$ cat config.mk
export PLATFORM = sky130hd
export DESIGN_NAME = sacw_top
export DESIGN_NICKNAME = d
export VERILOG_FILES = /design/src/logic/sacw_pkg.sv /design/src/logic/sacw_clk_if.sv /design/src/logic/sacw_top.sv /design/src/logic/sacw_clk_div.sv
export SDC_FILE = /design/constraint.sdc
export NUM_CORES = 1
export LEC_CHECK = 0
export ABC_AREA = 0
export BUFFER_PORTS_ARGS = -buffer_cell sky130_fd_sc_hd__buf_4
export CAP_MARGIN = 20
export CORE_ASPECT_RATIO = 1.2
export CORE_MARGIN = 3
export CORE_UTILIZATION = 25
export CTS_CLUSTER_DIAMETER = 30
export DETAILED_ROUTE_END_ITERATION = 12
export GPL_TIMING_DRIVEN = 0
export PLACE_DENSITY_LB_ADDON = 0.1
export REMOVE_ABC_BUFFERS = 1
export SLEW_MARGIN = 20
export SYNTH_ARGS = -nofsm -noshare
export SYNTH_HDL_FRONTEND = slang
export SYNTH_HIERARCHICAL = 1
export SYNTH_SLANG_ARGS = --single-unit
$ cat constraint.sdc
create_clock -name sys_clk_i -period 3.5 [get_ports sys_clk_i]
set_clock_uncertainty 0.15 [all_clocks]
set_input_delay 0.35 -clock sys_clk_i [delete_from_list [all_inputs] [get_ports sys_clk_i]]
set_output_delay 0.35 -clock sys_clk_i [all_outputs]
set_load 0.1 [all_outputs]
$ cat src/logic/sacw_pkg.sv
package sacw_pkg;

    // ****************************************
    // Register addresses
    // ****************************************
    localparam logic [7:0] ADDR_CONFIG    = 8'hbc;
    localparam logic [7:0] ADDR_RES_LOW   = 8'hbd;
    localparam logic [7:0] ADDR_RES_HIGH  = 8'hbe;
    localparam logic [7:0] ADDR_ABOVE_LOW = 8'hc3;
    localparam logic [7:0] ADDR_ABOVE_HI  = 8'hc4;
    localparam logic [7:0] ADDR_BELOW_LOW = 8'hc5;
    localparam logic [7:0] ADDR_BELOW_HI  = 8'hc6;
    localparam logic [7:0] ADDR_CONTROL   = 8'hf8;

    // ****************************************
    // Field positions
    // ****************************************
    localparam int CFG_DIV_MSB  = 7;
    localparam int CFG_DIV_LSB  = 3;
    localparam int CFG_LJST_BIT = 2;
    localparam int CTL_EN_BIT   = 7;
    localparam int CTL_TM_BIT   = 6;
    localparam int CTL_DONE_BIT = 5;
    localparam int CTL_BUSY_BIT = 4;
    localparam int CTL_WIN_BIT  = 3;
    localparam int CTL_SRC_MSB  = 2;

    // ****************************************
    // Reset values
    // ****************************************
    localparam logic [4:0] RST_DIV  = 5'h1f;
    localparam logic       RST_LJST = 1'b0;
    localparam logic [7:0] RST_BYTE = 8'h00;

    // ****************************************
    // Timing counts in conversion clocks
    // ****************************************
    localparam logic [3:0] TRACK_CLOCKS = 4'h3;
    localparam logic [3:0] CONV_CLOCKS  = 4'ha;

    typedef enum logic [2:0] {
        SRC_SOFTWARE = 3'b000,
        SRC_TIMER0   = 3'b001,
        SRC_TIMER2   = 3'b010,
        SRC_TIMER1   = 3'b011,
        SRC_EXTERNAL = 3'b100,
        SRC_TIMER3   = 3'b101
    } sacw_src_e;

    typedef enum logic [1:0] {
        ST_IDLE    = 2'b00,
        ST_TRACK   = 2'b01,
        ST_CONVERT = 2'b10
    } sacw_state_e;

endpackage

$ cat src/logic/sacw_clk_if.sv
`timescale 1ns/1ps
interface sacw_clk_if;
    logic [4:0] divide;
    logic       restart;
    logic       tick;
    modport ctrl (output divide, output restart, input tick);
    modport div  (input divide, input restart, output tick);
endinterface

$ cat src/logic/sacw_top.sv
`timescale 1ns/1ps
// Overview of operation
// - Conversion clock period is divider field plus one
// - Justify bit selects right or left layout
// - Right layout: high byte sign-extends bit nine
// - Right layout: low byte holds lower eight bits
// - Left layout: top eight high, two low, zeros
// - Enable bit powers converter up or down
// - Normal mode tracks whenever enabled and idle
// - Done flag sets when a conversion completes, sticky
// - Busy bit reads one while converting
// - Busy write one starts only software source
// - Window flag sets on match, sticky
// - Source field selects software, timers or pin
// - Low-power internal trigger tracks three clocks first
// - Low-power pin mode tracks low, converts rising
// - Every result compared with both limit words
// - Limit order alone picks inside or outside
// - Config low two bits read zero
// - Below-limit high byte is comparison upper half
// - Inside strictly between, else strictly outside
// - Unsigned single-ended, signed differential comparisons
// - Timers two and three pick overflow by width
// - Conversion lasts at least ten conversion clocks
module sacw_top
    import sacw_pkg::*;
(
    input  wire logic       sys_clk_i,
    input  wire logic       nrst_i,
    input  wire logic [7:0] sfr_addr_i,
    input  wire logic       sfr_wr_i,
    input  wire logic       sfr_rd_i,
    input  wire logic [7:0] sfr_wdata_i,
    output logic      [7:0] sfr_rdata_o,
    input  wire logic       timer0_ovf_i,
    input  wire logic       timer1_ovf_i,
    input  wire logic       timer2_low_ovf_i,
    input  wire logic       timer2_high_ovf_i,
    input  wire logic       timer2_split_i,
    input  wire logic       timer3_low_ovf_i,
    input  wire logic       timer3_high_ovf_i,
    input  wire logic       timer3_split_i,
    input  wire logic       external_start_input_i,
    input  wire logic       differential_mode_i,
    input  wire logic [9:0] sar_result_i,
    output logic            converter_enable_o,
    output logic            track_o,
    output logic            convert_o,
    output logic            conversion_done_flag_o,
    output logic            window_match_flag_o
);

    typedef struct packed {
        logic [4:0]  div;
        logic        ljst;
        logic        en;
        logic        tm;
        logic        done;
        logic        wint;
        logic [2:0]  src;
        logic [7:0]  res_hi;
        logic [7:0]  res_lo;
        logic [7:0]  above_hi;
        logic [7:0]  above_lo;
        logic [7:0]  below_hi;
        logic [7:0]  below_lo;
        sacw_state_e state;
        logic [3:0]  cnt;
        logic        ext_meta;
        logic        ext_sync;
        logic        ext_prev;
        logic [7:0]  rdata;
        logic        track;
        logic        convert;
    } sacw_regs_s;

    sacw_regs_s r_reg;
    sacw_regs_s r_next;

    sacw_clk_if clk_if ();

    sacw_clk_div u_clk_div (
        .sys_clk_i (sys_clk_i),
        .nrst_i    (nrst_i),
        .clk_if    (clk_if)
    );

    // ****************************************
    // Result formatting and window compare
    // ****************************************
    function automatic logic [15:0] format_word(input logic [9:0] res, input logic left);
        logic [15:0] w;
        w = 16'h0000;
        if (left) begin
            w = {res, 6'h00};
        end else begin
            w = {{6{res[9]}}, res};
        end
        return w;
    endfunction

    // Limits are taken as written; software must match the result format
    function automatic logic less_than(input logic [15:0] a, input logic [15:0] b,
                                       input logic sgn);
        logic lt;
        lt = 1'b0;
        if (sgn) begin
            lt = $signed(a) < $signed(b);
        end else begin
            lt = a < b;
        end
        return lt;
    endfunction

    logic [15:0] new_word;
    logic [15:0] above_word;
    logic [15:0] below_word;
    logic        win_hit;
    logic        sel_trig;
    logic        sw_start;
    logic        ctl_wr;
    logic        start_req;
    logic        finish;

    always_comb begin
        new_word   = format_word(sar_result_i, r_reg.ljst);
        above_word = {r_reg.above_hi, r_reg.above_lo};
        below_word = {r_reg.below_hi, r_reg.below_lo};
        // Strict limits on both sides; order of the limits picks the sense
        if (less_than(above_word, below_word, differential_mode_i)) begin
            win_hit = less_than(above_word, new_word, differential_mode_i)
                    && less_than(new_word, below_word, differential_mode_i);
        end else begin
            win_hit = less_than(new_word, below_word, differential_mode_i)
                    || less_than(above_word, new_word, differential_mode_i);
        end
    end

    // ****************************************
    // Start of conversion selection
    // ****************************************
    always_comb begin
        ctl_wr   = sfr_wr_i && (sfr_addr_i == ADDR_CONTROL);
        // The source and enable in the same write take effect at once
        sw_start = ctl_wr && sfr_wdata_i[CTL_BUSY_BIT] && sfr_wdata_i[CTL_EN_BIT]
                 && (sfr_wdata_i[CTL_SRC_MSB:0] == SRC_SOFTWARE);
        case (r_reg.src)
            SRC_TIMER0: begin
                sel_trig = timer0_ovf_i;
            end
            SRC_TIMER1: begin
                sel_trig = timer1_ovf_i;
            end
            SRC_TIMER2: begin
                sel_trig = timer2_split_i ? timer2_low_ovf_i : timer2_high_ovf_i;
            end
            SRC_TIMER3: begin
                sel_trig = timer3_split_i ? timer3_low_ovf_i : timer3_high_ovf_i;
            end
            SRC_EXTERNAL: begin
                sel_trig = r_reg.ext_sync && !r_reg.ext_prev;
            end
            default: begin
                sel_trig = 1'b0;
            end
        endcase
        start_req = (r_reg.state == ST_IDLE) && (sw_start || (r_reg.en && sel_trig));
        finish    = (r_reg.state == ST_CONVERT) && clk_if.tick
                 && (r_reg.cnt == CONV_CLOCKS - 4'h1);
    end

    assign clk_if.divide  = r_reg.div;
    assign clk_if.restart = start_req;

    // ****************************************
    // Next state
    // ****************************************
    always_comb begin
        r_next          = r_reg;
        r_next.ext_meta = external_start_input_i;
        r_next.ext_sync = r_reg.ext_meta;
        r_next.ext_prev = r_reg.ext_sync;

        // Register writes
        if (sfr_wr_i) begin
            case (sfr_addr_i)
                ADDR_CONFIG: begin
                    r_next.div  = sfr_wdata_i[CFG_DIV_MSB:CFG_DIV_LSB];
                    r_next.ljst = sfr_wdata_i[CFG_LJST_BIT];
                end
                ADDR_RES_LOW: begin
                    r_next.res_lo = sfr_wdata_i;
                end
                ADDR_RES_HIGH: begin
                    r_next.res_hi = sfr_wdata_i;
                end
                ADDR_ABOVE_LOW: begin
                    r_next.above_lo = sfr_wdata_i;
                end
                ADDR_ABOVE_HI: begin
                    r_next.above_hi = sfr_wdata_i;
                end
                ADDR_BELOW_LOW: begin
                    r_next.below_lo = sfr_wdata_i;
                end
                ADDR_BELOW_HI: begin
                    r_next.below_hi = sfr_wdata_i;
                end
                ADDR_CONTROL: begin
                    r_next.en  = sfr_wdata_i[CTL_EN_BIT];
                    r_next.tm  = sfr_wdata_i[CTL_TM_BIT];
                    r_next.src = sfr_wdata_i[CTL_SRC_MSB:0];
                    if (!sfr_wdata_i[CTL_DONE_BIT]) begin
                        r_next.done = 1'b0;
                    end
                    if (!sfr_wdata_i[CTL_WIN_BIT]) begin
                        r_next.wint = 1'b0;
                    end
                end
                default: begin
                end
            endcase
        end

        // Conversion sequencer
        case (r_reg.state)
            ST_IDLE: begin
                if (start_req) begin
                    r_next.cnt = 4'h0;
                    if (r_next.tm && (r_next.src != SRC_EXTERNAL)) begin
                        r_next.state = ST_TRACK;
                    end else begin
                        r_next.state = ST_CONVERT;
                    end
                end
            end
            ST_TRACK: begin
                if (clk_if.tick) begin
                    if (r_reg.cnt == TRACK_CLOCKS - 4'h1) begin
                        r_next.cnt   = 4'h0;
                        r_next.state = ST_CONVERT;
                    end else begin
                        r_next.cnt = r_reg.cnt + 4'h1;
                    end
                end
            end
            ST_CONVERT: begin
                if (finish) begin
                    r_next.state  = ST_IDLE;
                    // Hardware set overrides a clear or a data write in this cycle
                    r_next.res_hi = new_word[15:8];
                    r_next.res_lo = new_word[7:0];
                    r_next.done   = 1'b1;
                    if (win_hit) begin
                        r_next.wint = 1'b1;
                    end
                end else if (clk_if.tick) begin
                    r_next.cnt = r_reg.cnt + 4'h1;
                end
            end
            default: begin
                r_next.state = ST_IDLE;
            end
        endcase

        // Disabling aborts a running conversion without a done flag
        if (!r_next.en) begin
            r_next.state = ST_IDLE;
            r_next.cnt   = 4'h0;
        end

        // Analog core controls
        r_next.convert = (r_next.state == ST_CONVERT);
        if (r_next.state == ST_TRACK) begin
            r_next.track = 1'b1;
        end else if (r_next.state == ST_IDLE && r_next.en) begin
            if (r_next.tm) begin
                r_next.track = (r_next.src == SRC_EXTERNAL) && !r_reg.ext_sync;
            end else begin
                r_next.track = 1'b1;
            end
        end else begin
            r_next.track = 1'b0;
        end

        // Register reads
        if (sfr_rd_i) begin
            case (sfr_addr_i)
                ADDR_CONFIG: begin
                    r_next.rdata = {r_reg.div, r_reg.ljst, 2'b00};
                end
                ADDR_RES_LOW: begin
                    r_next.rdata = r_reg.res_lo;
                end
                ADDR_RES_HIGH: begin
                    r_next.rdata = r_reg.res_hi;
                end
                ADDR_ABOVE_LOW: begin
                    r_next.rdata = r_reg.above_lo;
                end
                ADDR_ABOVE_HI: begin
                    r_next.rdata = r_reg.above_hi;
                end
                ADDR_BELOW_LOW: begin
                    r_next.rdata = r_reg.below_lo;
                end
                ADDR_BELOW_HI: begin
                    r_next.rdata = r_reg.below_hi;
                end
                ADDR_CONTROL: begin
                    r_next.rdata = {r_reg.en, r_reg.tm, r_reg.done,
                                    (r_reg.state != ST_IDLE), r_reg.wint, r_reg.src};
                end
                default: begin
                    r_next.rdata = 8'h00;
                end
            endcase
        end
    end

    always_ff @(posedge sys_clk_i or negedge nrst_i) begin
        if (!nrst_i) begin
            r_reg          <= '0;
            r_reg.div      <= RST_DIV;
            r_reg.ljst     <= RST_LJST;
            r_reg.res_hi   <= RST_BYTE;
            r_reg.res_lo   <= RST_BYTE;
            r_reg.state    <= ST_IDLE;
        end else begin
            r_reg <= r_next;
        end
    end

    assign sfr_rdata_o            = r_reg.rdata;
    assign converter_enable_o     = r_reg.en;
    assign track_o                = r_reg.track;
    assign convert_o              = r_reg.convert;
    assign conversion_done_flag_o = r_reg.done;
    assign window_match_flag_o    = r_reg.wint;

endmodule

$ cat src/logic/sacw_clk_div.sv
`timescale 1ns/1ps
module sacw_clk_div
    import sacw_pkg::*;
(
    input  wire logic  sys_clk_i,
    input  wire logic  nrst_i,
    sacw_clk_if.div    clk_if
);

    typedef struct packed {
        logic [4:0] count;
        logic       tick;
    } sacw_div_s;

    sacw_div_s div_reg;
    sacw_div_s div_next;

    // ****************************************
    // Conversion clock enable
    // ****************************************
    always_comb begin
        div_next      = div_reg;
        div_next.tick = 1'b0;
        // Restart aligns the first tick so a conversion never gets a short clock
        if (clk_if.restart) begin
            div_next.count = 5'h00;
        end else if (div_reg.count >= clk_if.divide) begin
            div_next.count = 5'h00;
            div_next.tick  = 1'b1;
        end else begin
            div_next.count = div_reg.count + 5'h01;
        end
    end

    always_ff @(posedge sys_clk_i or negedge nrst_i) begin
        if (!nrst_i) begin
            div_reg <= '0;
        end else begin
            div_reg <= div_next;
        end
    end

    assign clk_if.tick = div_reg.tick;

endmodule

# Word-level counts from Yosys, hierarchy flattened
# Index checks and enable logic that the tools add are counted.
# classes
reduce_logical	27
n_eq_ne	26
muxes	46
order_cmp	7
add_sub_neg	2
# ops
cell	count
< comparator 16 bit	6
== test 8 bit (second input constant)	8
one-hot mux 8 bit (8 select lines)	1
2-to-1 mux 55 bit	1
2-to-1 mux 8 bit	6
2-to-1 mux 16 bit	2
2-to-1 mux 1 bit	18
2-to-1 mux 6 bit	3
2-to-1 mux 15 bit	1
logical AND 1 bit	13
2-to-1 mux 4 bit	3
one-hot mux 4 bit (3 select lines)	1
2-to-1 mux 2 bit	5
2-to-1 mux 5 bit	2
AND reduction 2 bit	5
== test 3 bit (second input constant)	3
inequality test 3 bit (second input constant)	3
2-to-1 mux 7 bit	1
== test 3 x 2 -> 1 bit (second input constant)	2
inequality test 3 x 2 -> 1 bit (second input constant)	2
one-hot mux 2 bit (3 select lines)	1
adder 5 x 1 -> 5 bit (second input constant)	1
>= comparator 5 bit	1
one-hot mux 1 bit (5 select lines)	1
other kinds (13)	18
# totals
word_cells	131
regBits	86
input_bits	40
out_inout_bits	13

# Depth between registers and ports, before layout
# Gate-level depths: netlist of run 1.
# logic_depth
depth_word	14
ltp_mapped	12
ltp_nobuf	12

# Cells and area by module
# Netlist of run 1, hierarchy kept.
# modules_own_cells
mod	seq_area_each_um2	instances	area_each_um2	cells_per_inst
sacw_top	2008.2	1	5418.9	547
sacw_clk_div	150.1	1	356.6	34

# Worst setup path before layout of run 1
# Ideal clock, no wire load.
# synth_path
kind	register to register
startpoint	register r_reg[74] (netlist bit)
endpoint	register r_reg (netlist bit window_match_flag_o)
arrival_time_ns	2.427
n_path_buf	2
synth_period_minus_slack_ns	2.641
required_time_ns	3.286
setup_time_ns	0.064
stages_incl_launch_ff	13
setup_slack_ns	0.859
path_cell_list	dfrtp_1 clkbuf_1 clkbuf_1 mux2i_1 inv_1 ha_1 o21a_1 a21oi_1 a31oi_1 a211oi_1 nor3_1 o21ai_0 a21o_1
# synth_lines
element	line_no	source
start: declaration	sacw_top.sv:77	sacw_regs_s r_reg;
start signal: assignment	sacw_top.sv:330	r_reg <= r_next;

==> impl_results.md, run 1 <==
* DR vias at 4505
* Crit path launch type: flop
* Mapped Avg Cell Area at between 9 and 10 sq um
* End point of the critical path: window_match_flag_o
* Synth cell types at 70
* Synth Area in Simple Gates at roughly 14%
* Crit path required time at between 3 and 4 ns
* Final setup violation count at 0
* Initial antenna violation count at 0
* Worst slew pin tran at 0.835 ns
* Initial Util at 25.6%
* Worst skew pair latency at around 0.35 ns
* Hold Fails Final Rpt at 0
* Post-synthesis mux area share at between 10 and 15%
* Async SR Flop Fraction at between 90% and 100%
* Sequential-to-total area share from yosys stat at between 30 and 40%
* TNS Setup at 0 ns
* Max FFs per register at 28
* DRC viols at 0
* Routed len/inst at 19.0 microns
* Total wire length at approximately 18000 microns
* Main flop type after synthesis: dfrtp_1
* # port buffers at 52
* Die footprint at between 0.02 and 0.025 sq mm
* DRT iter0 DRCs at 226
* Root Buffer: clkbuf_16
* CTS tree: built
* Share of the synthesized area in the top cell type at 35.1%
* Worst r2r path cells at 11
* TritonCTS buffer count at 9
* Worst endpoint data arrival time at 3.24 ns
* CTS max path bufs at 2
* YS warnings at 6
* Fin crit share at a little over 90%
* Vias in the first global route at 4767
* Core Area at 0.0226 sq mm
* Yosys top cell by area: dfrtp_1
* Post-synthesis xor/xnor area fraction at 0.607%
* CP Capture Type: flop
* RSZ-0062 raised after global routing: no
* Dpl ws at 0.0564 ns
* Grt ovf at 0
* Pwr per Cell Area at around 380 mW/mm^2
* ANT cells at 0
* GRT Util Overall at roughly 15%
* DP HPWL at 13900 microns
* Fin crit period at approximately 3.2 ns
* Max-cap violations at 0
* Vias per cell at around 4.8
* Core Rows at 60
* Setup Crit Path Kind: reg -> reg
* Final worst setup slack at between 0.3 and 0.4 ns
* Share of layout cells above drive strength 1 at between 10% and 20%
* R2r startpoint: r_reg[74]
* GP Congestion at about 0.84
* First-pass detailed-route iteration total at 4
* Die Y-Extent at 173 microns
* CP startpoint: r_reg[74]
* Finished Layout Cells at roughly 940
* CP Max Fanout at 18
* Worst vdd ir at around 0.22 mV
* Fin util at between 30% and 40%
* Chip width at 145 microns
* Seq cells post-synth at between 80 and 90
* # clock sinks at 86
* Synth Area in Compound Gates at 15.5%
* Max-slew violations at 0
* Largest net degree at the start of global routing at between 80 and 90
* Largest family of logic cells by synthesized area: compound AO/OA/AOI/OAI gates
* Hold WC Path Type: in -> reg
* Slew HR at around 44%
* Antenna-violating nets left at 0
* Status: complete, no violations
* Clock slew at reported path FFs at ~0.070 ns
* Reg-to-reg endpoint: window_match_flag_o
* Post-Syn Area at slightly below 0.006 sq mm
* R2r setup slk at 0.33 ns
* Hold Startpoint: sfr_rd_i
* # IOs at 53
* Post-synthesis adder-cell area fraction at between 10 and 15%
* Fmax at 0.316 GHz
* Nets at around 720
* Placed cells at between 900 and 1000
* H-tree level count at 3
* Global-route wire length before repair at ~28000 microns
* Top post-synthesis cells by area: dfrtp_1, ha_1, mux2i_1, mux2_2, a21oi_1
* Synthesized instance count at roughly 580
* Leak pwr at between 0.003 and 0.004 uW
* Post-synth EDFFs at 0
* Syn-to-layout area delta at 17.5%
## worst max-delay path: stages, from the launching register on
cell and delay, ns:
dfrtp_2 0.55, nor2_1 0.19, a21oi_1 0.35, inv_1 0.09, ha_1 0.30, and4_1 0.28
nand2_1 0.11, a31oi_1 0.28, a211oi_1 0.13, nor3_1 0.29, o21ai_0 0.14, a21o_1 0.21
## worst min-delay path by stage
stage	to	slack (ns)	depth (start not counted)
6_report	sfr_rdata_o[6]	0.15	2
5_1_grt	sfr_rdata_o[6]	0.14	2
4_1_cts	sfr_rdata_o[6]	0.14	2
3_5_place_dp	r_next[10]	0.19	0
3_3_place_gp	r_next[10]	0.19	0
2_1_floorplan	above_word[0]	-0.1	0
## per-layer routing
metal	up-vias	share of wire [%]	GRT usage, %
li1	2196	-	-
met1	2194	46	19.9
met2	103	48	23.9
met3	12	4.7	2.78
met4	0	1.4	3.89
met5	-	0	0
## kinds of logic after synthesis
group	after synthesis
compound gates	140
simple gates	138
flops	86
buf+inv	79
mux	76
fa+ha+maj	58
xor+xnor	4
## metrics by stage
stage                     cell area [sq um]  hold WS, ns  power [uW]
after floorplan                        5640      -0.0956        1340
after global placement                 6420        0.190        1520
after detailed placement               6440        0.186        1530
after CTS                              6780        0.139        2600
after global routing                   6790        0.138        2690
final                                  6790        0.148        2550
## timing repair
item	4_1_cts	5_1_grt
hold buffers	2	0
endpoints found under the setup margin	0	1
endpoints found under the hold margin	76	0
setup buffers	0	0
gates resized for setup	0	2
## report_power, final
part	internal [uW]	leakage (uW)	total, uW	switching, uW
Clock	628	0.000151	1050	420
Combinational	160	0.00204	403	243
Sequential	1050	0.00108	1100	50.9
Total	1840	0.00327	2550	714
## cells in the mapped netlist (4+ instances only)
| cell | count |
|---|---|
| o211ai_1 | 4 |
| a21o_1 | 8 |
| inv_1 | 55 |
| a21oi_1 | 44 |
| o21ai_0 | 30 |
| o22ai_1 | 10 |
| nor2b_1 | 7 |
| clkbuf_1 | 10 |
| a31oi_1 | 5 |
| nor3_1 | 14 |
| nor2_1 | 33 |
| nand3_1 | 9 |
| nand2b_1 | 10 |
| nand4_1 | 8 |
| ha_1 | 58 |
| nand2_1 | 26 |
| mux2_1 | 8 |
| dfrtp_1 | 81 |
| mux2i_1 | 40 |
| buf_4 | 9 |
| mux2_2 | 27 |
| a211oi_1 | 7 |
| and4_1 | 4 |
| dfstp_2 | 5 |
## cell type report
| cell class | instances | area [sq um] |
|---|---|---|
| Tap cell | 310 | 388 |
| Multi-Input combinational cell | 416 | 3290 |
| Timing Repair Buffer | 56 | 437 |
| Clock inverter | 4 | 73.8 |
| Fill cell | 2412 | 15800 |
| Inverter | 55 | 206 |
| Clock buffer | 12 | 236 |
| Sequential cell | 86 | 2160 |
## cell usage in the layout, fill, tap and decap left out, drive strengths merged, types with 3 or more instances in the layout
| cell | n |
|---|---|
| and2 | 3 |
| nand3 | 10 |
| ha | 58 |
| o211ai | 5 |
| nand4 | 9 |
| nor2b | 7 |
| nor2 | 33 |
| and4 | 4 |
| inv | 55 |
| mux2i | 41 |
| a21oi | 44 |
| a22o | 3 |
| a22oi | 3 |
| a31oi | 5 |
| nor3 | 18 |
| dfrtp | 81 |
| clkbuf | 12 |
| a21o | 8 |
| dfstp | 5 |
| nand2b | 10 |
| o22ai | 10 |
| and3 | 4 |
| a221oi | 3 |
| mux2 | 35 |
| nand2 | 29 |
| xor2 | 3 |
| a211oi | 7 |
| buf | 54 |
| o21ai | 32 |
No activity file was read; power rests on OpenSTA's default activity.
==> run 2, diff against run 1 <==
--- a/config.mk
+++ b/config.mk
@@ -15,6 +15,7 @@
 export DETAILED_ROUTE_END_ITERATION = 12
 export GPL_TIMING_DRIVEN = 0
 export PLACE_DENSITY_LB_ADDON = 0.1
+export RECOVER_POWER = 50
 export REMOVE_ABC_BUFFERS = 1
 export SLEW_MARGIN = 20
 export SYNTH_ARGS = -nofsm -noshare
==> run 2 against run 1 <==
Compared with the run above: global-route usage unchanged; non-clock buffer count unchanged; count of clock-buffer cells in the layout unchanged; total power decreased by 0.12%; die area unchanged; fmax decreased by 0.20%; setup slack got worse by 0.0063 ns; core utilization decreased by 0.30 points; sequential cell count unchanged; the run now ends with capacitance limit, slew limit left; critical path depth unchanged; hold slack got worse by 0.0013 ns.
==> impl_results.md, run 2 (synthesis gave the netlist of run 1 again) <==
* Status: complete, but fails checks
* Violated checks: capacitance limit, slew limit
* Int Power at 1840 uW (about the same)
* # port buffers at 52 (unchanged)
* First-pass detailed-route iteration total at 4 (unchanged)
* Slowest CP cell: dfrtp_2
* CTS tree: built
* Sequential share of power at 43.2% (about the same)
* ANT cells at 0 (unchanged)
* Finished Layout Cells at 939 (unchanged)
* Largest net degree at the start of global routing at 87 (unchanged)
* Leading cell types in the layout, fill and taps excluded: dfrtp_1, ha_1, inv_1
* Max FFs per register at 28 (unchanged)
* Crit path launch type: flop
* Final setup violation count at 0 (unchanged)
* Clock slew at reported path FFs at 0.07 ns (about the same)
* Share of layout cells above drive strength 1 at 17.8% (-2.1 points)
* Hold WC Path Type: in -> reg
* Fillers at 2415 (+0.12%)
* Clock network fraction of design power at 41.1% (about the same)
* Hold WS at 0.147 ns (-0.00126 ns)
* Fin crit period at 3.17 ns (+0.00630 ns)
* Vias per cell at 4.80 (about the same)
* GP Congestion at 0.839 (unchanged)
* RSZ-0062 raised after global routing: no
* Hold Fails Final Rpt at 0 (unchanged)
* TNS Setup at 0 ns (unchanged)
* Max-slew violations at 87 (+87)
* R2r setup slk at 0.33 ns (about the same)
* Top layer in use: met4
* Sw Pwr at 713 uW (-0.19%)
* H-tree level count at 3 (unchanged)
* Routed len/inst at 19.0 microns (about the same)
* # IOs at 53 (unchanged)
* Combinational share of power at 15.7% (about the same)
* CTS max path bufs at 2 (unchanged)
* CP Max Fanout at 18 (unchanged)
* Switch share at 27.9% (about the same)
* CP cell instances: nor2_1, a21oi_1, inv_1, ha_1, and4_1, nand2_1, a31oi_1, a211oi_1, nor3_1, o21ai_0, a21o_1
* Max stage delay on crit path at 0.55 ns (about the same)
* GRT Util Overall at 14.7% (unchanged)
* Fmax at 0.315 GHz (-0.20%)
* Antenna-violating nets left at 0 (unchanged)
* Core Area at 0.0226 sq mm (unchanged)
* Fin crit share at 90.7% (+0.18 points)
* CP Capture Type: flop
* Worst vdd ir at 0.223 mV (+0.62%)
* DRC viols at 0 (unchanged)
* DRT met1 WL at 8360 microns (+1.6%)
* Die Y-Extent at 173 microns (unchanged)
* Commonest non-fill, non-tap cell in the layout: dfrtp_1
* DP HPWL at 13900 microns (unchanged)
* Root Buffer: clkbuf_16
* Initial Util at 25.6% (unchanged)
* Leak pwr at 0.00322 uW (-1.7%)
* Chip width at 145 microns (unchanged)
* Slew HR at -49.6% (-94 points)
* Dpl ws at 0.0564 ns (unchanged)
* Met3 wire length at 727 microns (-13%)
* Global-route wire length before repair at 27800 microns (unchanged)
* Worst slew pin tran at 2.24 ns (+1.41 ns)
* Met2 routed WL at 8520 microns (-0.56%)
* DR vias at 4503 (-0.044%)
* Grt ovf at 0 (unchanged)
* DRT iter0 DRCs at 223 (-1.3%)
* Syn-to-layout area delta at 16.3%
* Core Rows at 60 (unchanged)
* Worst endpoint data arrival time at 3.25 ns (about the same)
* Crit path required time at 3.58 ns (about the same)
* Die footprint at 0.0250 sq mm (unchanged)
* Final worst setup slack at 0.325 ns (-0.00630 ns)
* Placed cells at 921 (unchanged)
* Total wire length at 17900 microns (about the same)
* Nets at 722 (unchanged)
* Initial antenna violation count at 0 (unchanged)
* # clock sinks at 86 (unchanged)
* Vias in the first global route at 4767 (unchanged)
* Worst skew pair latency at 0.35 ns (about the same)
* Setup Crit Path Kind: reg -> reg
* Multi-input gate area at 0.00327 sq mm (-0.61%)
* Max-cap violations at 1 (+1)
* TritonCTS buffer count at 9 (unchanged)
* Pwr per Cell Area at 380 mW/mm^2 (+0.88%)
* Fin util at 29.7% (-0.30 points)
* Register Area at 0.00216 sq mm (unchanged)
run 2: cell count changes in the layout (fill, tap and decap cells not counted):
cell	previous run	this run
nand4_1	8	9
nor3_1	14	15
nand4_4	1	0
nor3_2	2	1
clkbuf_2	0	1
buf_6	3	2
buf_4	51	39
clkbuf_1	3	14
clkbuf_4	0	1
run 2: stage by stage:
stage | total power, uW | area [sq um]
2_1_floorplan | 1340 | 5640
3_3_place_gp | 1520 | 6420
3_5_place_dp | 1530 | 6440
4_1_cts | 2600 | 6780
5_1_grt | 2690 | 6720
6_report | 2550 | 6720
run 2: area by class of cell:
type,instances,area share [%]
clock buffer,12,3.52
clock inverter,4,1.10
inverter,55,3.07
multi-input combinational,416,48.6
sequential,86,32.1
tap,310,5.77
timing repair buffer,56,5.79
run 2: power groups by stage:
stage / logic [uW] / registers (uW) / clock network (uW)
2_1_floorplan: 215 / 1120 / 0
3_3_place_gp: 403 / 1120 / 0
3_5_place_dp: 408 / 1120 / 0
4_1_cts: 411 / 1100 / 1090
5_1_grt: 452 / 1110 / 1130
6_report: 401 / 1100 / 1050
run 2: repair_timing:
action | CTS | global route
endpoints found under the hold margin | 76 | 0
hold buffers | 2 | 0
gates resized for setup | 0 | 2
setup buffers | 0 | 0
endpoints found under the setup margin | 0 | 1
run 2: critical path: cells and delay by family, from the launching register on:
kind,cells,cell delay (ns)
compound gates,5,1.11
simple gates,4,0.87
flops,1,0.55
fa+ha+maj,1,0.30
buf+inv,1,0.09
run 2: worst paths after layout:
kind	startpoint	endpoint	depth (start not counted)
worst max register to register	r_reg[74]	window_match_flag_o	11
worst min register to register	r_next[11]	r_next[10]	0
min in group asynchronous	nrst_i	r_next[10]	2
worst max-delay path	r_reg[74]	window_match_flag_o	11
max in group asynchronous	nrst_i	r_reg[74]	2
worst min-delay path	sfr_rd_i	sfr_rdata_o[6]	2
run 2: per-layer routing:
layer  global-route usage (%)  vias to the layer above
met4                     3.89                        0
met3                     2.78                       15
met5                        0                        -
met1                     19.9                     2193
li1                         -                     2199
met2                     23.9                       96
